**config.mk**
```make
export PLATFORM = sky130hd
export DESIGN_NAME = adcsp_top
export DESIGN_NICKNAME = d
export VERILOG_FILES = /design/src/hw/adcsp_pkg.sv /design/src/hw/adcsp_skid.sv /design/src/hw/adcsp_top.sv
export VERILOG_INCLUDE_DIRS = /design/src /design/src/hw
export SDC_FILE = /design/constraint.sdc
export NUM_CORES = 2
export LEC_CHECK = 0
export ABC_AREA = 1
export BUFFER_PORTS_ARGS = -buffer_cell sky130_fd_sc_hd__buf_2
export CAP_MARGIN = 20
export CORE_AREA = 2 2 251 253
export CTS_BUF_LIST = sky130_fd_sc_hd__clkbuf_2 sky130_fd_sc_hd__clkbuf_4 sky130_fd_sc_hd__clkbuf_8
export DETAILED_ROUTE_END_ITERATION = 10
export DIE_AREA = 0 0 253 255
export MAX_ROUTING_LAYER = met4
export PLACE_DENSITY = 0.76
export SLEW_MARGIN = 15
export SYNTH_ARGS = -nofsm -noshare
export SYNTH_HDL_FRONTEND = slang
export SYNTH_SLANG_ARGS = --single-unit
```
**constraint.sdc**
```tcl
create_clock -name clk -period 10.8 [get_ports clk]
set_input_delay 1.08 -clock clk [delete_from_list [all_inputs] [get_ports clk]]
set_output_delay 1.08 -clock clk [all_outputs]
set_load 0.02 [all_outputs]
```
**src/hw/adcsp_regs.svh**
```systemverilog
`ifndef ADCSP_REGS_SVH
`define ADCSP_REGS_SVH

// ==========================================================================
// Channel and word geometry
`define ADCSP_NUM_CH 8
`define ADCSP_WORD_W 32
`define ADCSP_SAMPLE_W 24
`define ADCSP_SLICE_W 16
`define ADCSP_SLICE_MAX 4'h8

// ==========================================================================
// Reference clock and PLL factor limits
`define ADCSP_REF_HZ 24'hC3_5000
`define ADCSP_REF_DIV_MIN 11'h002
`define ADCSP_REF_DIV_MAX 11'h033
`define ADCSP_FB_MIN 11'h008
`define ADCSP_FB_MAX 11'h640
`define ADCSP_POST_MIN 11'h001
`define ADCSP_POST_MAX 11'h07F

// ==========================================================================
// Oversampling ratios, ratio divider values and result scaling shifts
`define ADCSP_OSR_LOW 9'h100
`define ADCSP_OSR_MID 9'h080
`define ADCSP_OSR_HIGH 9'h040
`define ADCSP_RATIO_LOW 11'h400
`define ADCSP_RATIO_HIGH 11'h100
`define ADCSP_SHIFT_LOW 5'h0F
`define ADCSP_SHIFT_MID 5'h10
`define ADCSP_SHIFT_HIGH 5'h11
`define ADCSP_SAT_POS 26'h0_7F_FFFF
`define ADCSP_SAT_NEG 26'h3_80_0000

// ==========================================================================
// Rate divider timing: one quotient bit per clock
`define ADCSP_DIV_STEPS 6'h23

`endif

```
**src/hw/adcsp_pkg.sv**
```systemverilog
// ==========================================================================
// Types shared by the sample clock and packing block
package adcsp_pkg;

  // Requested sample rate band.
  typedef enum logic [1:0] {
    ADCSP_RANGE_LOW,
    ADCSP_RANGE_MID,
    ADCSP_RANGE_HIGH
  } adcsp_range_type;

  // Word emission sequencer.
  typedef enum logic {
    ADCSP_ST_IDLE,
    ADCSP_ST_SEND
  } adcsp_state_type;

  // Achieved rate divider.
  typedef enum logic {
    ADCSP_DIV_IDLE,
    ADCSP_DIV_RUN
  } adcsp_div_type;

endpackage

```
**src/hw/adcsp_skid.sv**
```systemverilog
`timescale 1ns/1ps
`default_nettype none

// ==========================================================================
// Two-entry skid buffer; every output is a flip-flop
module adcsp_skid #(
  parameter int W = 32
) (
  // Clock and reset.
  input wire logic clk,
  input wire logic reset,
  // Filling side.
  input wire logic [W-1:0] in_data,
  input wire logic in_valid,
  output logic in_ready,
  // Draining side.
  output logic [W-1:0] out_data,
  output logic out_valid,
  input wire logic out_ready
);
  logic [W-1:0] main_data_reg, main_data_next, skid_data_reg, skid_data_next;
  logic main_valid_reg, main_valid_next, skid_valid_reg, skid_valid_next;
  logic accept;

  // Ready drops only when the spare entry is full, so a stall costs no word.
  always_comb begin
    accept = in_valid & ~skid_valid_reg;
    main_data_next = main_data_reg;
    main_valid_next = main_valid_reg;
    skid_data_next = skid_data_reg;
    skid_valid_next = skid_valid_reg;
    if (!main_valid_reg || out_ready) begin
      if (skid_valid_reg) begin
        main_data_next = skid_data_reg;
        main_valid_next = 1'b1;
        skid_valid_next = accept;
        skid_data_next = in_data;
      end else begin
        main_data_next = in_data;
        main_valid_next = accept;
      end
    end else if (accept) begin
      skid_data_next = in_data;
      skid_valid_next = 1'b1;
    end
  end

  // State registers.
  always_ff @(posedge clk) begin
    if (reset) begin
      main_data_reg <= '0;
      main_valid_reg <= 1'b0;
      skid_data_reg <= '0;
      skid_valid_reg <= 1'b0;
    end else begin
      main_data_reg <= main_data_next;
      main_valid_reg <= main_valid_next;
      skid_data_reg <= skid_data_next;
      skid_valid_reg <= skid_valid_next;
    end
  end

  assign out_data = main_data_reg;
  assign out_valid = main_valid_reg;
  assign in_ready = ~skid_valid_reg;
endmodule // adcsp_skid

`default_nettype wire

```
**src/hw/adcsp_top.sv**
```systemverilog
`timescale 1ns/1ps
`default_nettype none
`include "adcsp_regs.svh"

// ==========================================================================
// What this block does
// - Eight independent channels, each decimating its own modulator bit stream.
// - Rates up to 204.8 kS/s, 24-bit result per channel.
// - Below 51.2 kS/s the modulator runs at 256 times the rate.
// - From 51.2 to 102.4 kS/s the modulator runs at 128 times.
// - Above 102.4 kS/s the oversampling ratio is 64.
// - Decimator turns the 1-bit stream into 24-bit words at output rate.
// - Decimator is a linear phase box sum with only modest rejection above 0.5465 fs.
// - Rate is reference over ref divider, times feedback, over post and ratio.
// - PLL factors are integers held to 2..51, 8..1600 and 1..127.
// - Ratio divider is 1024 up to 51.2 kS/s, otherwise 256.
// - The exact achieved sample rate is readable.
// - One common sample rate for all channels.
// - Default format puts each sample in its own 32-bit word.
// - Packed mode puts two 16-bit slices per word, lower channel high.
// - The packed 16-bit slice window is selectable.
// - Out-of-range results saturate instead of wrapping; a packed slice with a nonzero shift drops the top bits and wraps.
module adcsp_top #(
  parameter int NUM_CH = `ADCSP_NUM_CH
) (
  // Clock and reset.
  input wire logic clk,
  input wire logic reset,
  // Modulator bit streams, one bit per channel per valid pulse.
  input wire logic [NUM_CH-1:0] mod_bit,
  input wire logic mod_bit_valid,
  // Rate band and PLL factor requests.
  input wire adcsp_pkg::adcsp_range_type rate_range,
  input wire logic [5:0] ref_divider,
  input wire logic [10:0] feedback_factor,
  input wire logic [6:0] post_divider,
  // Output format.
  input wire logic packed_en,
  input wire logic [3:0] slice_shift,
  input wire logic [3:0] active_channels,
  // PLL settings actually applied and the rate they give.
  output logic [5:0] pll_ref_divider,
  output logic [10:0] pll_feedback_factor,
  output logic [6:0] pll_post_divider,
  output logic [8:0] osr,
  output logic [10:0] ratio_divider,
  output logic [31:0] achieved_rate_hz,
  output logic achieved_rate_valid,
  // Sample word stream toward the host.
  output logic [`ADCSP_WORD_W-1:0] word_data,
  output logic word_valid,
  input wire logic word_ready,
  output logic frame_overrun
);
  import adcsp_pkg::*;

  // ========================================================================
  // Helper functions
  function automatic logic [10:0] clamp11(logic [10:0] v, logic [10:0] lo,
                                          logic [10:0] hi);
    clamp11 = (v < lo) ? lo : ((v > hi) ? hi : v);
  endfunction

  function automatic logic [8:0] osr_of(adcsp_range_type r);
    case (r)
      ADCSP_RANGE_LOW: osr_of = `ADCSP_OSR_LOW;
      ADCSP_RANGE_MID: osr_of = `ADCSP_OSR_MID;
      default: osr_of = `ADCSP_OSR_HIGH;
    endcase
  endfunction

  // Box sum of +-1 bits scaled to full 24-bit range, clipped at both ends.
  function automatic logic [23:0] scale_sat(logic signed [9:0] s, adcsp_range_type r);
    logic signed [25:0] w;
    logic [4:0] sh;
    case (r)
      ADCSP_RANGE_LOW: sh = `ADCSP_SHIFT_LOW;
      ADCSP_RANGE_MID: sh = `ADCSP_SHIFT_MID;
      default: sh = `ADCSP_SHIFT_HIGH;
    endcase
    w = 26'(s) <<< sh;
    if (w > $signed(`ADCSP_SAT_POS)) scale_sat = 24'h7F_FFFF;
    else if (w < $signed(`ADCSP_SAT_NEG)) scale_sat = 24'h80_0000;
    else scale_sat = w[23:0];
  endfunction

  function automatic logic [15:0] slice_of(logic [23:0] s, logic [3:0] sh);
    slice_of = 16'(s >> (4'h8 - sh));
  endfunction

  // ========================================================================
  // PLL factors, oversampling band and ratio divider
  logic [5:0] ref_div_reg, ref_div_next;
  logic [10:0] fb_reg, fb_next;
  logic [6:0] post_reg, post_next;
  adcsp_range_type range_reg, range_next;
  logic [8:0] osr_reg, osr_next;
  logic [10:0] ratio_reg, ratio_next;
  logic [8:0] bit_cnt_reg, bit_cnt_next;

  // Band changes only take effect between samples so no result mixes two ratios.
  always_comb begin
    ref_div_next = 6'(clamp11({5'h00, ref_divider}, `ADCSP_REF_DIV_MIN, `ADCSP_REF_DIV_MAX));
    fb_next = clamp11(feedback_factor, `ADCSP_FB_MIN, `ADCSP_FB_MAX);
    post_next = 7'(clamp11({4'h0, post_divider}, `ADCSP_POST_MIN, `ADCSP_POST_MAX));
    range_next = (bit_cnt_reg == 9'h000) ? rate_range : range_reg;
    osr_next = osr_of(range_next);
    ratio_next = (range_next == ADCSP_RANGE_LOW) ? `ADCSP_RATIO_LOW : `ADCSP_RATIO_HIGH;
  end

  // Configuration registers.
  always_ff @(posedge clk) begin
    if (reset) begin
      ref_div_reg <= 6'h02;
      fb_reg <= 11'h008;
      post_reg <= 7'h01;
      range_reg <= ADCSP_RANGE_LOW;
      osr_reg <= 9'h100;
      ratio_reg <= 11'h400;
    end else begin
      ref_div_reg <= ref_div_next;
      fb_reg <= fb_next;
      post_reg <= post_next;
      range_reg <= range_next;
      osr_reg <= osr_next;
      ratio_reg <= ratio_next;
    end
  end

  // ========================================================================
  // Achieved rate: reference times feedback over the three dividers
  adcsp_div_type div_reg, div_next;
  logic [34:0] num_reg, num_next;
  logic [23:0] rem_reg, rem_next, rem_sh;
  logic [22:0] den_reg, den_next;
  logic [5:0] step_reg, step_next;
  logic [30:0] snap_reg, snap_next, cfg_now;
  logic [31:0] rate_reg, rate_next;
  logic rate_valid_reg, rate_valid_next;
  logic div_start;

  // Restoring division, one bit per clock; a change mid-run restarts after it.
  always_comb begin
    cfg_now = {ref_div_reg, fb_reg, post_reg, range_reg, 5'h00};
    div_start = (div_reg == ADCSP_DIV_IDLE) && (cfg_now != snap_reg);
    div_next = div_reg;
    num_next = num_reg;
    rem_next = rem_reg;
    den_next = den_reg;
    step_next = step_reg;
    snap_next = snap_reg;
    rate_next = rate_reg;
    rate_valid_next = rate_valid_reg;
    rem_sh = {rem_reg[22:0], num_reg[34]};
    case (div_reg)
      ADCSP_DIV_IDLE: begin
        if (div_start) begin
          num_next = 35'(`ADCSP_REF_HZ) * 35'(fb_reg);
          den_next = 23'(ref_div_reg) * 23'(post_reg) * 23'(ratio_reg);
          rem_next = 24'h00_0000;
          step_next = `ADCSP_DIV_STEPS;
          snap_next = cfg_now;
          rate_valid_next = 1'b0;
          div_next = ADCSP_DIV_RUN;
        end
      end
      ADCSP_DIV_RUN: begin
        if (rem_sh >= {1'b0, den_reg}) begin
          rem_next = rem_sh - {1'b0, den_reg};
          num_next = {num_reg[33:0], 1'b1};
        end else begin
          rem_next = rem_sh;
          num_next = {num_reg[33:0], 1'b0};
        end
        step_next = step_reg - 6'h01;
        if (step_reg == 6'h01) begin
          rate_next = num_next[31:0];
          rate_valid_next = 1'b1;
          div_next = ADCSP_DIV_IDLE;
        end
      end
      default: div_next = ADCSP_DIV_IDLE;
    endcase
  end

  // Divider registers.
  always_ff @(posedge clk) begin
    if (reset) begin
      div_reg <= ADCSP_DIV_IDLE;
      num_reg <= '0;
      rem_reg <= '0;
      den_reg <= '0;
      step_reg <= '0;
      snap_reg <= '0;
      rate_reg <= '0;
      rate_valid_reg <= 1'b0;
    end else begin
      div_reg <= div_next;
      num_reg <= num_next;
      rem_reg <= rem_next;
      den_reg <= den_next;
      step_reg <= step_next;
      snap_reg <= snap_next;
      rate_reg <= rate_next;
      rate_valid_reg <= rate_valid_next;
    end
  end

  // ========================================================================
  // Decimation: one box sum per channel over one oversampling period
  logic signed [9:0] acc_reg [NUM_CH];
  logic signed [9:0] acc_next [NUM_CH];
  logic signed [9:0] acc_final [NUM_CH];
  logic [23:0] sample_reg [NUM_CH];
  logic [23:0] sample_next [NUM_CH];
  logic strobe, start_frame;

  // A box sum is symmetric, hence linear phase; its stop band is modest.
  always_comb begin
    strobe = mod_bit_valid && (bit_cnt_reg == osr_reg - 9'h001);
    bit_cnt_next = bit_cnt_reg;
    if (mod_bit_valid) bit_cnt_next = strobe ? 9'h000 : bit_cnt_reg + 9'h001;
    for (int c = 0; c < NUM_CH; c++) begin
      acc_final[c] = ((bit_cnt_reg == 9'h000) ? 10'sh000 : acc_reg[c]) +
                     (mod_bit[c] ? 10'sh001 : 10'sh3FF);
      acc_next[c] = mod_bit_valid ? acc_final[c] : acc_reg[c];
      sample_next[c] = (strobe && start_frame) ? scale_sat(acc_final[c], range_reg)
                                               : sample_reg[c];
    end
  end

  // Decimator registers.
  always_ff @(posedge clk) begin
    if (reset) begin
      bit_cnt_reg <= 9'h000;
      for (int c = 0; c < NUM_CH; c++) begin
        acc_reg[c] <= 10'sh000;
        sample_reg[c] <= 24'h00_0000;
      end
    end else begin
      bit_cnt_reg <= bit_cnt_next;
      for (int c = 0; c < NUM_CH; c++) begin
        acc_reg[c] <= acc_next[c];
        sample_reg[c] <= sample_next[c];
      end
    end
  end

  // ========================================================================
  // Word emission into the skid buffer
  adcsp_state_type state_reg, state_next;
  logic [3:0] word_idx_reg, word_idx_next, last_reg, last_next;
  logic [3:0] nch_reg, nch_next, shift_reg, shift_next, nch_req;
  logic packed_reg, packed_next, overrun_reg, overrun_next;
  logic push_ready, done_now;
  logic [`ADCSP_WORD_W-1:0] push_data;
  logic [3:0] ch_a, ch_b;

  // Format is frozen per frame so a mid-frame change cannot tear a word.
  always_comb begin
    nch_req = 4'(clamp11({7'h00, active_channels}, 11'h001, 11'(NUM_CH)));
    done_now = (state_reg == ADCSP_ST_SEND) && push_ready && (word_idx_reg == last_reg);
    start_frame = (state_reg == ADCSP_ST_IDLE) || done_now;
    state_next = state_reg;
    word_idx_next = word_idx_reg;
    last_next = last_reg;
    nch_next = nch_reg;
    shift_next = shift_reg;
    packed_next = packed_reg;
    overrun_next = 1'b0;
    if (strobe && start_frame) begin
      state_next = ADCSP_ST_SEND;
      word_idx_next = 4'h0;
      nch_next = nch_req;
      packed_next = packed_en;
      shift_next = (slice_shift > `ADCSP_SLICE_MAX) ? `ADCSP_SLICE_MAX : slice_shift;
      last_next = packed_en ? ((nch_req + 4'h1) >> 1) - 4'h1 : nch_req - 4'h1;
    end else begin
      // A late strobe is flagged, but the word in flight must still advance.
      overrun_next = strobe;
      if (done_now) begin
        state_next = ADCSP_ST_IDLE;
      end else if ((state_reg == ADCSP_ST_SEND) && push_ready) begin
        word_idx_next = word_idx_reg + 4'h1;
      end
    end
    // Word contents for the current index.
    ch_a = packed_reg ? {word_idx_reg[2:0], 1'b0} : word_idx_reg;
    ch_b = ch_a + 4'h1;
    if (packed_reg) begin
      push_data[31:16] = slice_of(sample_reg[ch_a[2:0]], shift_reg);
      push_data[15:0] = (ch_b < nch_reg) ? slice_of(sample_reg[ch_b[2:0]], shift_reg)
                                         : 16'h0000;
    end else begin
      push_data = {{8{sample_reg[ch_a[2:0]][23]}}, sample_reg[ch_a[2:0]]};
    end
  end

  // Sequencer registers.
  always_ff @(posedge clk) begin
    if (reset) begin
      state_reg <= ADCSP_ST_IDLE;
      word_idx_reg <= 4'h0;
      last_reg <= 4'h0;
      nch_reg <= 4'h1;
      shift_reg <= 4'h0;
      packed_reg <= 1'b0;
      overrun_reg <= 1'b0;
    end else begin
      state_reg <= state_next;
      word_idx_reg <= word_idx_next;
      last_reg <= last_next;
      nch_reg <= nch_next;
      shift_reg <= shift_next;
      packed_reg <= packed_next;
      overrun_reg <= overrun_next;
    end
  end

  // The buffer's ready holds the sequencer, so host stalls lose no word.
  adcsp_skid #(.W(`ADCSP_WORD_W)) adcsp_skid_inst (
    .clk(clk),
    .reset(reset),
    .in_data(push_data),
    .in_valid(state_reg == ADCSP_ST_SEND),
    .in_ready(push_ready),
    .out_data(word_data),
    .out_valid(word_valid),
    .out_ready(word_ready)
  );

  // Register-driven outputs.
  assign pll_ref_divider = ref_div_reg;
  assign pll_feedback_factor = fb_reg;
  assign pll_post_divider = post_reg;
  assign osr = osr_reg;
  assign ratio_divider = ratio_reg;
  assign achieved_rate_hz = rate_reg;
  assign achieved_rate_valid = rate_valid_reg;
  assign frame_overrun = overrun_reg;
endmodule // adcsp_top

`default_nettype wire

```
==> impl_metrics.sql <==
INSERT INTO impl_metrics (metric_group, metric, value, unit) VALUES
('yosys', 'synthCells', '5429', ''),
('yosys', 'synthDominantCellAreaShare', '18.68', '%'),
('worst_setup_path', 'setup.worst_path.class', 'flop to flop', ''),
('clock_tree', 'clock_tree.buffer_depth', '3', ''),
('worst_setup_path', 'worstPathMaxFanout', '10', ''),
('drt', 'routed_wire_length', '99180', 'µm'),
('timing', 'clock.fmax', '156.1', 'MHz'),
('pwr', 'vdd_ir_drop_max', '0.1119', 'mV'),
('global_route', 'via_count_of_the_first_global_routing_pass', '32260', ''),
('yosys', 'ys_types', '59', ''),
('final_layout', 'area.growth.synth_to_final', '7.514', '%'),
('timing', 'timing_max_transition_violations_final', '0', ''),
('yosys', 'yosysMostFrequentCell', 'sky130_fd_sc_hd__nand2_1', ''),
('pwr', 'power_density_cells', '147.7', 'nW/µm²'),
('yosys', 'yosys.area_share.xor_xnor', '2.757', '%'),
('worst_setup_path', 'regToRegEndpoint', 'den_reg[21]$_SDFFE_PP0P_', ''),
('yosys', 'ys.warnings.count', '0', ''),
('placement', 'gp_congestion', '0.9904', ''),
('worst_setup_path', 'worst_setup_path_end_kind', 'flop', ''),
('timing', 'worst_pin_slew', '1.148', 'ns'),
('die', 'std_cell_rows', '92', ''),
('final_layout', 'nets_finish', '5776', ''),
('global_route', 'grt_max_degree', '104', ''),
('pwr', 'seq_power_share', '38.4', '%'),
('clock_tree', 'clk_transition_reported_paths', '0.06', 'ns'),
('yosys', 'yosys_register_bits', '511', ''),
('pwr', 'share_clk_of_total_power', '32.4', '%'),
('clock_tree', 'cts.hold.buffers_added', '0', ''),
('pwr', 'power.switching', '2.038', 'mW'),
('pwr', 'power_report.internal_total', '3.801', 'mW'),
('placement', 'dp_hpwl', '69020', 'µm'),
('final_layout', 'drive_above_1_share', '7.815', '%'),
('outcome', 'outcome', 'finished, final reports clean', ''),
('yosys', 'synth_top_cells_by_area', 'sky130_fd_sc_hd__dfxtp_1 (19%), sky130_fd_sc_hd__nand2_1 (15%), sky130_fd_sc_hd__edfxtp_1 (14%), sky130_fd_sc_hd__nand3_1 (10%), sky130_fd_sc_hd__ha_1 (8.3%)', ''),
('final_layout', 'nFillCells', '5742', ''),
('global_route', 'groute.usage.overall', '31.63', '%'),
('yosys', 'avg_cell_area_syn', '6.772', 'µm²'),
('placement', 'place.port_buffers', '142', ''),
('timing', 'tns_setup', '0', 'ns'),
('yosys', 'dominant_synthesized_flop_cell', 'sky130_fd_sc_hd__dfxtp_1', ''),
('yosys', 'synth_compound_gate_area_share', '10.18', '%'),
('timing', 'fin_crit_sh', '59.31', '%'),
('run', 'maxCapViolCount', '0', ''),
('timing', 'timing.final.crit_period', '6.406', 'ns'),
('worst_setup_path', 'cpPeakStageDelay', '0.55', 'ns'),
('worst_setup_path', 'r2r-start', 'pll_post_divider[0]$_SDFF_PP1_', ''),
('yosys', 'yosys.area_share.simple', '31.46', '%'),
('final_layout', 'largest_register_ff_count', '168', ''),
('worst_setup_path', 'cpMostUsedCell', 'sky130_fd_sc_hd__ha_1', ''),
('hold_path', 'worstHoldPathType', 'flop to flop', ''),
('drt', 'detail_route.first_pass.iterations', '8', ''),
('yosys', 'synth-async-reset-ratio', '0', '%'),
('timing', 'max_slew_margin', '23.28', '%'),
('worst_setup_path', 'reg2regPathDepth', '24', ''),
('global_route', 'global_route.overflow_total', '0', ''),
('clock_tree', 'cts_tree', 'done', ''),
('hold_path', 'hp-start', 'adcsp_skid_inst.out_data[8]$_SDFFE_PP0N_', ''),
('worst_setup_path', 'worst_ep_required_time', '11.39', 'ns'),
('drt', 'drcViolationCount', '0', ''),
('drt', 'wl_per_cell', '15.73', 'µm'),
('drt', 'drt-initial-drc-count', '3315', ''),
('drt', 'viasPerCell', '5.524', ''),
('worst_setup_path', 'setup.worst_path.start', 'pll_post_divider[0]$_SDFF_PP1_', ''),
('timing', 'timing.clock.skew', '0.04518', 'ns'),
('yosys', 'yosysSeqAreaShare', '32.40', '%'),
('worst_setup_path', 'slowest_cell_on_crit_path', 'sky130_fd_sc_hd__dfxtp_1', ''),
('drt', 'dr_total_vias', '34820', ''),
('die', 'design.die.area', '64520', 'µm²'),
('worst_setup_path', 'worstSetupEndpoint', 'den_reg[21]$_SDFFE_PP0P_', ''),
('die', 'area_of_the_core', '62160', 'µm²'),
('yosys', 'synth.area.mux_share', '0.02723', '%');
layer usage:
metal  wire [µm]  vias up  track usage, %
li1            -    17450               -
met1       45310    15990           42.66
met2       43660     1182           48.76
met3        7203      201           4.180
met4        3009        0           11.53
met5           0        -               -
final cells by class:
cell class                 instances  area (µm²)  area share [%]
clock inverter                    28       256.5          0.6489
tap                              799       999.7           2.529
antenna                            3       7.507         0.01899
sequential                       511       11910           30.14
timing repair buffer             184        1074           2.716
inverter                         816        3068           7.761
clock buffer                     133        1624           4.109
multi-input combinational       3830       20580           52.08
worst min path at each step:
| stage | end | slack (ns) | cells past startpoint |
|---|---|---|---|
| floorplan | den_reg[12]$_SDFFE_PP0P_ | 0.43 | 2 |
| global placement | adcsp_skid_inst.out_data[4]$_SDFFE_PP0N_ | 0.43 | 2 |
| detailed placement | adcsp_skid_inst.out_data[13]$_SDFFE_PP0N_ | 0.43 | 2 |
| CTS | adcsp_skid_inst.out_data[13]$_SDFFE_PP0N_ | 0.45 | 2 |
| global route | adcsp_skid_inst.out_data[0]$_SDFFE_PP0N_ | 0.47 | 2 |
| finish | adcsp_skid_inst.out_data[8]$_SDFFE_PP0N_ | 0.45 | 2 |
through the flow:
| stage | utilization (%) | power (mW) | worst slack, ns | instances | instance area [µm²] |
|---|---|---|---|---|---|
| after global placement | 60.42 | 3.918 | 4.479 | 6135 | 37560 |
| after CTS | 63.52 | 5.834 | 4.423 | 6299 | 39490 |
| after global routing | 63.58 | 6.221 | 3.910 | 6302 | 39520 |
| after detailed placement | 60.50 | 3.945 | 4.443 | 6138 | 37600 |
| final | 63.59 | 5.839 | 4.394 | 6304 | 39530 |
| after floorplan | - | 3.562 | 3.642 | 5443 | 36820 |
power groups by stage:
stage | registers [mW] | clock network, mW | logic [mW]
2_1_floorplan | 2.27 | 0 | 1.29
3_3_place_gp | 2.27 | 0 | 1.64
3_5_place_dp | 2.28 | 0 | 1.67
4_1_cts | 2.24 | 1.92 | 1.68
5_1_grt | 2.26 | 2.01 | 1.95
6_report | 2.24 | 1.89 | 1.71
worst max-delay path: cells and delay by family (launching register included):
family | cells | cell delay, ns
simple gates | 3 | 0.32
buf+inv | 3 | 0.16
compound gates | 6 | 1.04
xor+xnor | 2 | 0.39
fa+ha+maj | 10 | 3.86
flops | 1 | 0.55
cell usage in the layout, fill, tap and decap left out, types with 51 or more instances in the layout:
cell and instances:
sky130_fd_sc_hd__edfxtp_1 168, sky130_fd_sc_hd__a21oi_1 271, sky130_fd_sc_hd__clkbuf_8 100, sky130_fd_sc_hd__nor2_1 358
sky130_fd_sc_hd__o21ai_0 235, sky130_fd_sc_hd__buf_2 140, sky130_fd_sc_hd__xor2_1 59, sky130_fd_sc_hd__fa_1 53
sky130_fd_sc_hd__ha_1 244, sky130_fd_sc_hd__nand3_1 752, sky130_fd_sc_hd__xnor2_1 51, sky130_fd_sc_hd__inv_1 789
sky130_fd_sc_hd__nand2_1 1467, sky130_fd_sc_hd__dfxtp_1 341
kinds of logic after synthesis:
kind of cell,Yosys count
fa+ha+maj,297
compound gates,674
xor+xnor,114
simple gates,2729
mux,1
buf+inv,1102
other cells,1
flops,511
(Power assumes the default switching activity.)
